## src/rtl/dpctl_pkg.sv

```systemverilog
// constants, types and pin bundle for the dual-port memory port controller
// What this block does
// - Reader waits flow delay after opposite write
// - Memory reads assert both chip select and drive
// - Token access: token select low, chip select high
// - Hold writes until contention input has settled
// - Reading 1 means polling; write 1 to withdraw
// - Gap with selects high before token readback
// - Block frees all latches at power-up
// - Never chip select and token select together
package dpctl_pkg;
   localparam int CLK_PERIOD_NS = 10;
   localparam int ADDR_W = 13;
   localparam int DATA_W = 9;
   localparam int TOKEN_COUNT = 8;
   localparam int TOKEN_SEL_W = 3;
   localparam int SYNC_CYC = 2;

   // port timing in ns; access from slowest speed grade, others plain margins
   localparam int T_ACCESS_NS = 55;
   localparam int T_FLOW_NS = 30;
   localparam int T_ARB_SETTLE_NS = 30;
   localparam int T_TOKEN_GAP_NS = 20;
   localparam int ACCESS_CYC = (T_ACCESS_NS + CLK_PERIOD_NS - 1) / CLK_PERIOD_NS;
   localparam int FLOW_CYC = (T_FLOW_NS + CLK_PERIOD_NS - 1) / CLK_PERIOD_NS;
   localparam int SETTLE_CYC = (T_ARB_SETTLE_NS + CLK_PERIOD_NS - 1) / CLK_PERIOD_NS + SYNC_CYC;
   localparam int GAP_CYC = (T_TOKEN_GAP_NS + CLK_PERIOD_NS - 1) / CLK_PERIOD_NS;
   localparam int READ_CYC = ACCESS_CYC + FLOW_CYC + SYNC_CYC;

   localparam logic [12:0] MBOX_TO_RIGHT_ADDR = 13'h1fff;
   localparam logic [12:0] MBOX_TO_LEFT_ADDR = 13'h1ffe;

   // software register offsets
   localparam logic [7:0] REG_CMD = 8'h00;
   localparam logic [7:0] REG_ADDR = 8'h04;
   localparam logic [7:0] REG_WDATA = 8'h08;
   localparam logic [7:0] REG_RDATA = 8'h0c;
   localparam logic [7:0] REG_STATUS = 8'h10;

   // status bit positions
   localparam int ST_BUSY_BIT = 0;
   localparam int ST_DONE_BIT = 1;
   localparam int ST_CONT_BIT = 2;
   localparam int ST_MBOX_BIT = 3;
   localparam int ST_OWNED_BIT = 4;
   localparam int ST_INIT_BIT = 5;

   typedef enum logic [2:0] {
      CMD_NONE = 3'h0,
      CMD_MEM_READ = 3'h1,
      CMD_MEM_WRITE = 3'h2,
      CMD_TOKEN_ACQUIRE = 3'h3,
      CMD_TOKEN_RELEASE = 3'h4,
      CMD_TOKEN_READ = 3'h5,
      CMD_MBOX_SEND = 3'h6,
      CMD_MBOX_READ = 3'h7
   } dpctl_cmd_e;

   typedef enum logic [2:0] {
      ST_INIT = 3'h0,
      ST_IDLE = 3'h1,
      ST_ADDR = 3'h2,
      ST_SELECT = 3'h3,
      ST_SETTLE = 3'h4,
      ST_PULSE = 3'h5,
      ST_GAP = 3'h6
   } dpctl_state_e;

   typedef struct packed {
      logic ce_n;
      logic oe_n;
      logic rw_n;
      logic token_latch_select_n;
      logic [ADDR_W-1:0] addr;
      logic [DATA_W-1:0] dout;
      logic doe;
   } dpctl_pins_s;

   localparam dpctl_pins_s PINS_IDLE = '{
      ce_n: 1'b1, oe_n: 1'b1, rw_n: 1'b1, token_latch_select_n: 1'b1,
      addr: 13'h0000, dout: 9'h000, doe: 1'b0};
endpackage

```

## src/rtl/dpctl_sync.sv

```systemverilog
// two-flop synchroniser for pin inputs
module dpctl_sync #(
   parameter int WIDTH = 1,
   parameter logic [WIDTH-1:0] RESET_VAL = '0
) (
   // clock and reset
   input wire logic clk_sys_i,
   input wire logic rst_i,
   // pins in, synchronised out
   input wire logic [WIDTH-1:0] async_i,
   output logic [WIDTH-1:0] sync_o
);
   logic [WIDTH-1:0] meta_reg;

   always_ff @(posedge clk_sys_i) begin
      if (rst_i) begin
         meta_reg <= RESET_VAL;
         sync_o <= RESET_VAL;
      end else begin
         meta_reg <= async_i;
         sync_o <= meta_reg;
      end
   end
endmodule // dpctl_sync

```

## src/rtl/dpctl_top.sv

```systemverilog
// controller driving one port of the dual-port memory with token latches
//
// The register addresses and the strobed register port were decided locally.
module dpctl_top #(
   parameter bit IS_LEFT = 1'b1
) (
   // clock and reset
   input wire logic clk_sys_i,
   input wire logic rst_i,
   // software register port
   input wire logic [7:0] reg_addr_i,
   input wire logic [31:0] reg_wdata_i,
   input wire logic reg_wr_i,
   input wire logic reg_rd_i,
   output logic [31:0] reg_rdata_o,
   // memory port pins
   output logic [dpctl_pkg::ADDR_W-1:0] addr_o,
   output logic [dpctl_pkg::DATA_W-1:0] data_o,
   output logic data_oe_o,
   input wire logic [dpctl_pkg::DATA_W-1:0] data_i,
   output logic ce_n_o,
   output logic oe_n_o,
   output logic rw_n_o,
   output logic token_latch_select_n_o,
   // flags from the memory
   input wire logic mbox_flag_n_i,
   input wire logic contention_n_i
);
   // cycle limits loaded into the down counter
   function automatic logic [7:0] cyc(input int n);
      cyc = (n < 1) ? 8'h01 : 8'(n);
   endfunction

   dpctl_pkg::dpctl_state_e state_reg, state_next;
   dpctl_pkg::dpctl_cmd_e op_reg, op_next;
   dpctl_pkg::dpctl_pins_s pins_reg, pins_next;
   logic [7:0] cnt_reg, cnt_next;
   logic acc_write_reg, acc_write_next;
   logic acc_token_reg, acc_token_next;
   logic [dpctl_pkg::ADDR_W-1:0] acc_addr_reg, acc_addr_next;
   logic [dpctl_pkg::DATA_W-1:0] acc_data_reg, acc_data_next;
   logic [dpctl_pkg::ADDR_W-1:0] addr_reg, addr_next;
   logic [dpctl_pkg::DATA_W-1:0] wdata_reg, wdata_next;
   logic [dpctl_pkg::DATA_W-1:0] rdata_reg, rdata_next;
   logic [3:0] init_idx_reg, init_idx_next;
   logic init_done_reg, init_done_next;
   logic done_reg, done_next;
   logic cont_reg, cont_next;
   logic owned_reg, owned_next;
   logic abort_reg, abort_next;
   logic [31:0] reg_rdata_reg, reg_rdata_next;
   logic done_set, cont_set;

   logic [dpctl_pkg::DATA_W-1:0] data_sync;
   logic mbox_flag_n_sync;
   logic contention_n_sync;

   dpctl_sync #(
      .WIDTH(dpctl_pkg::DATA_W),
      .RESET_VAL('0)
   ) u_data_sync (
      .clk_sys_i(clk_sys_i),
      .rst_i(rst_i),
      .async_i(data_i),
      .sync_o(data_sync)
   );

   // flags idle high
   dpctl_sync #(
      .WIDTH(2),
      .RESET_VAL(2'h3)
   ) u_flag_sync (
      .clk_sys_i(clk_sys_i),
      .rst_i(rst_i),
      .async_i({mbox_flag_n_i, contention_n_i}),
      .sync_o({mbox_flag_n_sync, contention_n_sync})
   );

   // software decode
   wire cmd_wr = reg_wr_i && (reg_addr_i == dpctl_pkg::REG_CMD);
   wire addr_wr = reg_wr_i && (reg_addr_i == dpctl_pkg::REG_ADDR);
   wire wdata_wr = reg_wr_i && (reg_addr_i == dpctl_pkg::REG_WDATA);
   wire status_rd = reg_rd_i && (reg_addr_i == dpctl_pkg::REG_STATUS);
   wire dpctl_pkg::dpctl_cmd_e cmd_in = dpctl_pkg::dpctl_cmd_e'(reg_wdata_i[2:0]);
   wire idle = (state_reg == dpctl_pkg::ST_IDLE);
   wire cnt_zero = (cnt_reg == 8'h00);
   wire [7:0] cnt_dec = cnt_reg - 8'h01;

   // mailbox addresses for this side
   wire [dpctl_pkg::ADDR_W-1:0] mbox_out_addr =
      IS_LEFT ? dpctl_pkg::MBOX_TO_RIGHT_ADDR : dpctl_pkg::MBOX_TO_LEFT_ADDR;
   wire [dpctl_pkg::ADDR_W-1:0] mbox_in_addr =
      IS_LEFT ? dpctl_pkg::MBOX_TO_LEFT_ADDR : dpctl_pkg::MBOX_TO_RIGHT_ADDR;
   // only low three bits select a latch; upper bits driven zero
   wire [dpctl_pkg::ADDR_W-1:0] token_addr =
      {{(dpctl_pkg::ADDR_W-dpctl_pkg::TOKEN_SEL_W){1'b0}},
       addr_reg[dpctl_pkg::TOKEN_SEL_W-1:0]};
   wire [dpctl_pkg::ADDR_W-1:0] init_addr =
      {{(dpctl_pkg::ADDR_W-dpctl_pkg::TOKEN_SEL_W){1'b0}},
       init_idx_reg[dpctl_pkg::TOKEN_SEL_W-1:0]};
   wire [dpctl_pkg::DATA_W-1:0] ones = '1;
   wire [dpctl_pkg::DATA_W-1:0] zeros = '0;
   wire init_last = (init_idx_reg == 4'(dpctl_pkg::TOKEN_COUNT));

   wire [31:0] status_word = {26'h000_0000,
      init_done_reg, owned_reg, ~mbox_flag_n_sync, cont_reg, done_reg, ~idle};
   wire [31:0] rd_mux =
      (reg_addr_i == dpctl_pkg::REG_CMD) ? {29'h0000_0000, op_reg} :
      (reg_addr_i == dpctl_pkg::REG_ADDR) ? {19'h0_0000, addr_reg} :
      (reg_addr_i == dpctl_pkg::REG_WDATA) ? {23'h00_0000, wdata_reg} :
      (reg_addr_i == dpctl_pkg::REG_RDATA) ? {23'h00_0000, rdata_reg} :
      (reg_addr_i == dpctl_pkg::REG_STATUS) ? status_word : 32'h0000_0000;

   // sticky status: a set in the clearing cycle survives
   assign done_next = done_set | (done_reg & ~status_rd);
   assign cont_next = cont_set | (cont_reg & ~status_rd);
   assign reg_rdata_next = reg_rd_i ? rd_mux : reg_rdata_reg;
   assign addr_next = addr_wr ? reg_wdata_i[dpctl_pkg::ADDR_W-1:0] : addr_reg;
   assign wdata_next = wdata_wr ? reg_wdata_i[dpctl_pkg::DATA_W-1:0] : wdata_reg;

   always_comb begin
      state_next = state_reg;
      op_next = op_reg;
      pins_next = pins_reg;
      cnt_next = cnt_reg;
      acc_write_next = acc_write_reg;
      acc_token_next = acc_token_reg;
      acc_addr_next = acc_addr_reg;
      acc_data_next = acc_data_reg;
      rdata_next = rdata_reg;
      init_idx_next = init_idx_reg;
      init_done_next = init_done_reg;
      owned_next = owned_reg;
      abort_next = abort_reg;
      done_set = 1'b0;
      cont_set = 1'b0;
      // withdraw a pending request while polling
      if (cmd_wr && (cmd_in == dpctl_pkg::CMD_TOKEN_RELEASE) &&
          (op_reg == dpctl_pkg::CMD_TOKEN_ACQUIRE) && !idle) begin
         abort_next = 1'b1;
      end
      case (state_reg)
         dpctl_pkg::ST_INIT: begin
            // free every latch before use: no reset inside the memory
            if (init_last) begin
               init_done_next = 1'b1;
               state_next = dpctl_pkg::ST_IDLE;
            end else begin
               acc_write_next = 1'b1;
               acc_token_next = 1'b1;
               acc_addr_next = init_addr;
               acc_data_next = ones;
               state_next = dpctl_pkg::ST_ADDR;
            end
         end
         dpctl_pkg::ST_IDLE: begin
            if (cmd_wr && (cmd_in != dpctl_pkg::CMD_NONE)) begin
               op_next = cmd_in;
               abort_next = 1'b0;
               state_next = dpctl_pkg::ST_ADDR;
               acc_token_next = 1'b0;
               acc_write_next = 1'b0;
               acc_addr_next = addr_reg;
               acc_data_next = wdata_reg;
               case (cmd_in)
                  dpctl_pkg::CMD_MEM_WRITE: acc_write_next = 1'b1;
                  dpctl_pkg::CMD_TOKEN_ACQUIRE: begin
                     acc_token_next = 1'b1;
                     acc_write_next = 1'b1;
                     acc_addr_next = token_addr;
                     acc_data_next = zeros;
                  end
                  dpctl_pkg::CMD_TOKEN_RELEASE: begin
                     acc_token_next = 1'b1;
                     acc_write_next = 1'b1;
                     acc_addr_next = token_addr;
                     acc_data_next = ones;
                  end
                  dpctl_pkg::CMD_TOKEN_READ: begin
                     acc_token_next = 1'b1;
                     acc_addr_next = token_addr;
                  end
                  dpctl_pkg::CMD_MBOX_SEND: begin
                     acc_write_next = 1'b1;
                     acc_addr_next = mbox_out_addr;
                  end
                  dpctl_pkg::CMD_MBOX_READ: acc_addr_next = mbox_in_addr;
                  default: acc_write_next = 1'b0;
               endcase
            end
         end
         dpctl_pkg::ST_ADDR: begin
            // address and data settle with both selects high
            pins_next = dpctl_pkg::PINS_IDLE;
            pins_next.addr = acc_addr_reg;
            pins_next.dout = acc_data_reg;
            pins_next.doe = acc_write_reg;
            state_next = dpctl_pkg::ST_SELECT;
         end
         dpctl_pkg::ST_SELECT: begin
            // exactly one select low, never both
            pins_next.ce_n = acc_token_reg;
            pins_next.token_latch_select_n = ~acc_token_reg;
            pins_next.oe_n = acc_write_reg;
            cnt_next = cyc(dpctl_pkg::SETTLE_CYC);
            state_next = dpctl_pkg::ST_SETTLE;
         end
         dpctl_pkg::ST_SETTLE: begin
            if (!cnt_zero) begin
               cnt_next = cnt_dec;
            end else if (!acc_token_reg && !contention_n_sync) begin
               // lost arbitration: hold the strobe off until granted
               cont_set = 1'b1;
            end else begin
               pins_next.rw_n = ~acc_write_reg;
               cnt_next = acc_write_reg ? cyc(dpctl_pkg::ACCESS_CYC) :
                                          cyc(dpctl_pkg::READ_CYC);
               state_next = dpctl_pkg::ST_PULSE;
            end
         end
         dpctl_pkg::ST_PULSE: begin
            if (!cnt_zero) begin
               cnt_next = cnt_dec;
            end else begin
               if (!acc_write_reg) begin
                  rdata_next = data_sync;
               end
               // strobes rise, data held one more cycle
               pins_next.ce_n = 1'b1;
               pins_next.oe_n = 1'b1;
               pins_next.rw_n = 1'b1;
               pins_next.token_latch_select_n = 1'b1;
               cnt_next = cyc(dpctl_pkg::GAP_CYC);
               state_next = dpctl_pkg::ST_GAP;
            end
         end
         dpctl_pkg::ST_GAP: begin
            pins_next.doe = 1'b0;
            if (!cnt_zero) begin
               cnt_next = cnt_dec;
            end else if (!init_done_reg) begin
               init_idx_next = init_idx_reg + 4'h1;
               state_next = dpctl_pkg::ST_INIT;
            end else if (op_reg == dpctl_pkg::CMD_TOKEN_ACQUIRE && abort_reg) begin
               op_next = dpctl_pkg::CMD_TOKEN_RELEASE;
               acc_write_next = 1'b1;
               acc_data_next = ones;
               state_next = dpctl_pkg::ST_ADDR;
            end else if (op_reg == dpctl_pkg::CMD_TOKEN_ACQUIRE &&
                         (acc_write_reg || rdata_reg[0])) begin
               // read back after the gap; a 1 means keep polling
               acc_write_next = 1'b0;
               state_next = dpctl_pkg::ST_ADDR;
            end else begin
               if (op_reg == dpctl_pkg::CMD_TOKEN_ACQUIRE) begin
                  owned_next = 1'b1;
               end
               if (op_reg == dpctl_pkg::CMD_TOKEN_RELEASE) begin
                  owned_next = 1'b0;
               end
               done_set = 1'b1;
               state_next = dpctl_pkg::ST_IDLE;
            end
         end
         default: begin
            pins_next = dpctl_pkg::PINS_IDLE;
            state_next = dpctl_pkg::ST_IDLE;
         end
      endcase
   end

   always_ff @(posedge clk_sys_i) begin
      if (rst_i) begin
         state_reg <= dpctl_pkg::ST_INIT;
         op_reg <= dpctl_pkg::CMD_NONE;
         pins_reg <= dpctl_pkg::PINS_IDLE;
         cnt_reg <= 8'h00;
         acc_write_reg <= 1'b0;
         acc_token_reg <= 1'b0;
         acc_addr_reg <= '0;
         acc_data_reg <= '0;
      end else begin
         state_reg <= state_next;
         op_reg <= op_next;
         pins_reg <= pins_next;
         cnt_reg <= cnt_next;
         acc_write_reg <= acc_write_next;
         acc_token_reg <= acc_token_next;
         acc_addr_reg <= acc_addr_next;
         acc_data_reg <= acc_data_next;
      end
   end

   always_ff @(posedge clk_sys_i) begin
      if (rst_i) begin
         addr_reg <= '0;
         wdata_reg <= '0;
         rdata_reg <= '0;
         init_idx_reg <= 4'h0;
         init_done_reg <= 1'b0;
         done_reg <= 1'b0;
         cont_reg <= 1'b0;
         owned_reg <= 1'b0;
         abort_reg <= 1'b0;
         reg_rdata_reg <= 32'h0000_0000;
      end else begin
         addr_reg <= addr_next;
         wdata_reg <= wdata_next;
         rdata_reg <= rdata_next;
         init_idx_reg <= init_idx_next;
         init_done_reg <= init_done_next;
         done_reg <= done_next;
         cont_reg <= cont_next;
         owned_reg <= owned_next;
         abort_reg <= abort_next;
         reg_rdata_reg <= reg_rdata_next;
      end
   end

   assign reg_rdata_o = reg_rdata_reg;
   assign addr_o = pins_reg.addr;
   assign data_o = pins_reg.dout;
   assign data_oe_o = pins_reg.doe;
   assign ce_n_o = pins_reg.ce_n;
   assign oe_n_o = pins_reg.oe_n;
   assign rw_n_o = pins_reg.rw_n;
   assign token_latch_select_n_o = pins_reg.token_latch_select_n;
endmodule // dpctl_top

```

## config.mk

```make
export PLATFORM = sky130hd
export DESIGN_NAME = dpctl_top
export DESIGN_NICKNAME = d
export VERILOG_FILES = /design/src/rtl/dpctl_pkg.sv /design/src/rtl/dpctl_sync.sv /design/src/rtl/dpctl_top.sv
export SDC_FILE = /design/constraint.sdc
export NUM_CORES = 1
export LEC_CHECK = 0
export BUFFER_PORTS_ARGS = -buffer_cell sky130_fd_sc_hd__clkbuf_2
export CORE_MARGIN = 2
export CORE_UTILIZATION = 35
export CTS_CLUSTER_SIZE = 16
export DETAILED_ROUTE_END_ITERATION = 12
export REMOVE_ABC_BUFFERS = 1
export SLEW_MARGIN = 20
export SYNTH_ARGS = -nofsm -noshare
export SYNTH_HDL_FRONTEND = slang
export SYNTH_SLANG_ARGS = --single-unit
export TNS_END_PERCENT = 1
```

## constraint.sdc

```tcl
create_clock -name clk_sys_i -period 2.5 [get_ports clk_sys_i]
set_input_delay 0.5 -clock clk_sys_i [delete_from_list [all_inputs] [get_ports clk_sys_i]]
set_output_delay 0.5 -clock clk_sys_i [all_outputs]
set_load 0.005 [all_outputs]
```

==> impl_summary.txt <==
----------------------------------------------------
[Outcome]
  Outcome ... finished clean

[Setup path]
  Classification of the worst setup path ... flip-flop to flip-flop
  Worst path arrival time ... 2500 ps
  Cell type of the slowest stage on the worst timing path ... sky130_fd_sc_hd__or3b_1
  Sort of element at the start of the critical path ... flip-flop
  Worst endpoint required time ... 2850 ps
  CP max FO ... 7
  Worst path max stage delay ... 540 ps
  Worst-path cell chain ... inv_1 > ha_1 > or3b_1 > or4_1 > o21ai_1 > a2bb2oi_1 > nor3_2
  Worst Reg-to-Reg Cells ... 7
  Endpoint class of the critical path ... flip-flop

[STA]
  Hold Violations, Final ... 0
  Setup repair after global routing missed its margin ... no
  Crit share post-route ... 85.9%
  Fmax ... 466 MHz
  Worst-case hold slack ... 265 ps
  Total negative setup slack ... 0 ps
  Transition at the pin with the smallest max-transition slack ... 633 ps
  Minimum setup slack in the final design ... 353 ps
  Worst rel slew slack ... 57.8%
  Final critical-path required period ... 2150 ps
  Count of final max-slew check failures ... 0
  Final number of setup-violating endpoints ... 0
  Final setup skew ... 7.42 ps

[Routing]
  Remaining antenna violation count after routing ... 0
  Routed wirelength normalized by instance count ... 15.1 um
  Via count normalized by instance count ... 5.11
  Highest routing layer actually used ... met4
  Routed WL ... 15.3 mm
  Initial detailed-routing violation count ... 402
  Met3 wire length ... 802 um
  Detailed-router iteration count before antenna repair ... 5
  Final routed DRC violation total ... 0
  Via count of the routed design ... 5178
  Met2 layer wire length in the routed design ... 7.06 mm
  Met1 routed wirelength after detailed routing ... 7.22 mm

[Placement]
  HPWL after detailed placement ... 10.6 mm
  RD Place Congestion ... 0.815
  Placed Instance Area ... 6760 um2
  Count of port buffers added during placement ... 75
  Placement-stage worst setup slack ... 271 ps

[Run]
  Number of violations of the max-capacitance limit ... 0

[Clock tree]
  Clock input transition at the sequential cells of the worst setup and hold paths ... 60 ps
  Cts bufs inserted ... 17
  Master cell of the clock root buffer ... sky130_fd_sc_hd__clkbuf_16
  Post-CTS setup buffer count ... 0
  Number of clock sinks seen by CTS ... 140
  H-tree levels ... 4
  Skew-Pair Late Insertion Delay ... 420 ps
  CTS tree ... built
  Quantity of hold-fixing buffers added after cts ... 0
  Buffer depth of the longest clock path ... 2
  Post_cts resized ... 0

[GRT]
  First-pass GRT wire length ... 24.8 mm
  Total gr overflow ... 0
  Maximum number of pins on one net before global-route repair ... 86
  Number of global-route vias before repair ... 4743
  Antenna violations before repair ... 0
  Overall fraction of global-route tracks in use ... 17.1%

[Min path]
  Cell depth of the worst hold path ... 2
  Kind of path behind the tightest hold check ... input port to flip-flop

[Logic synthesis]
  Synthesized netlist cell count ... 705
  FF+latch count, synth ... 140
  Mean Syn Cell Area ... 8.73 um2
  Library cell occupying the most area in the post-synthesis netlist ... sky130_fd_sc_hd__dfxtp_1
  Most used flip-flop cell after synthesis ... sky130_fd_sc_hd__dfxtp_1
  Mapped Area ... 6160 um2
  Commonest cells post-synth ... sky130_fd_sc_hd__dfxtp_1, sky130_fd_sc_hd__nand2_1, sky130_fd_sc_hd__nor2_1, sky130_fd_sc_hd__a21oi_1, sky130_fd_sc_hd__nor2b_1
  Count leader, synth ... sky130_fd_sc_hd__dfxtp_1
  Top cells by area, synth ... sky130_fd_sc_hd__dfxtp_1, sky130_fd_sc_hd__a21oi_1, sky130_fd_sc_hd__nand2_1
  Yosys top cell area share ... 45.5%
  Post-synth EDFFs ... 0
  Number of library cell types mapped by synthesis ... 68
  Post-synth ARST share ... 0%
  Warning count from the yosys run ... 0
  Fraction of the yosys area taken by sequential cells ... 45.5%

[Die]
  Die extent in y ... 137 um
  Num rows ... 48
  Width of the die ... 137 um
  Ports placed on the boundary ... 114
  Standard cell core area ... 17200 um2
  Initial core utilization ... 35.7%
  Total die area ... 18700 um2

[Finish]
  Post-layout net count ... 835
  Total inserted antenna cells ... 0
  P&R area growth vs syn ... 18.7%
  Share of cells above drive strength 1 ... 21.4%
  Final standard cell area without fillers ... 7300 um2

[Power and ir drop]
  Static power due to leakage ... 2.73 nW
  Power per standard cell area ... 986 nW/um2
  Largest vdd supply drop ... 0.528 mV

----------------------------------------------------
==> kinds of logic (layout without fill, tap and decap cells) <==
kind of cell | count (synthesis) | count (layout) | synth area share (%)
DFF | 140 | 140 | 45.5
adders and majority gates | 3 | 3 | 0.610
AOI/OAI and AO/OA | 184 | 184 | 20.8
other | 1 | 19 | 0.0609
buffers and inverters | 77 | 143 | 6.36
muxes | 14 | 14 | 2.34
and+or+nand+nor | 278 | 278 | 23.2
xor gates and xnor gates | 8 | 8 | 1.14
==> final timing paths <==
path | startpoint | endpoint | slack, ps
worst min register to register | u_flag_sync.meta_reg[0] | u_flag_sync.sync_o[0] | 410
worst max register to register | cnt_reg[0] | cnt_reg[0] | 350
worst min-delay path | contention_n_i | u_flag_sync.meta_reg[0] | 260
worst max-delay path | cnt_reg[0] | cnt_reg[0] | 350
==> report_power, final <==
part,switching [mW],internal [mW]
Sequential,0.238,2.47
Combinational,1.31,0.845
Clock,0.983,1.36
Total,2.53,4.67
==> through the flow <==
step	total power, mW	cells	util, %
after floorplan	4.11	656	-
after global placement	4.87	983	39.2
after detailed placement	4.89	983	39.2
after CTS	7.25	1014	42.4
after global routing	7.62	1014	42.4
final	7.20	1014	42.4
==> final cells by class <==
class,instances,area (um2)
multi-input combinational,506,3040
timing repair buffer,102,593
sequential,140,2800
fill,1745,9930
tap,225,282
inverter,10,37.5
clock inverter,14,124
clock buffer,17,425
==> worst max-delay path, delay by kind of cell (launching register included) <==
kind | cells | cell delay, ps
AND/OR/NAND/NOR | 3 | 1220
flip-flops | 1 | 340
adder cells (fa/ha/maj) | 1 | 220
AO/OA/AOI/OAI | 2 | 220
buffers and inverters | 1 | 90
==> routing by layer <==
| layer | track usage, % | up-vias |
|---|---|---|
| li1 | - | 2604 |
| met1 | 23.1 | 2391 |
| met2 | 26.4 | 161 |
| met3 | 4.22 | 22 |
| met4 | 5.79 | 0 |
| met5 | 0 | - |
==> layout by cell type, fill, tap and decap left out, drive strengths merged, types with 6 or more instances in the layout <==
| master | n |
|---|---|
| conb | 19 |
| or2 | 6 |
| clkbuf | 91 |
| o211ai | 15 |
| nand2b | 7 |
| clkinvlp | 6 |
| nand2 | 80 |
| inv | 12 |
| nand4 | 8 |
| buf | 28 |
| nor3 | 8 |
| a22oi | 28 |
| mux2i | 11 |
| nor2 | 78 |
| a21oi | 64 |
| nor2b | 31 |
| dfxtp | 140 |
| o21ai | 20 |
| a211oi | 18 |
| and3 | 9 |
| nand3 | 25 |
No activity file was read; power rests on OpenSTA's default activity.
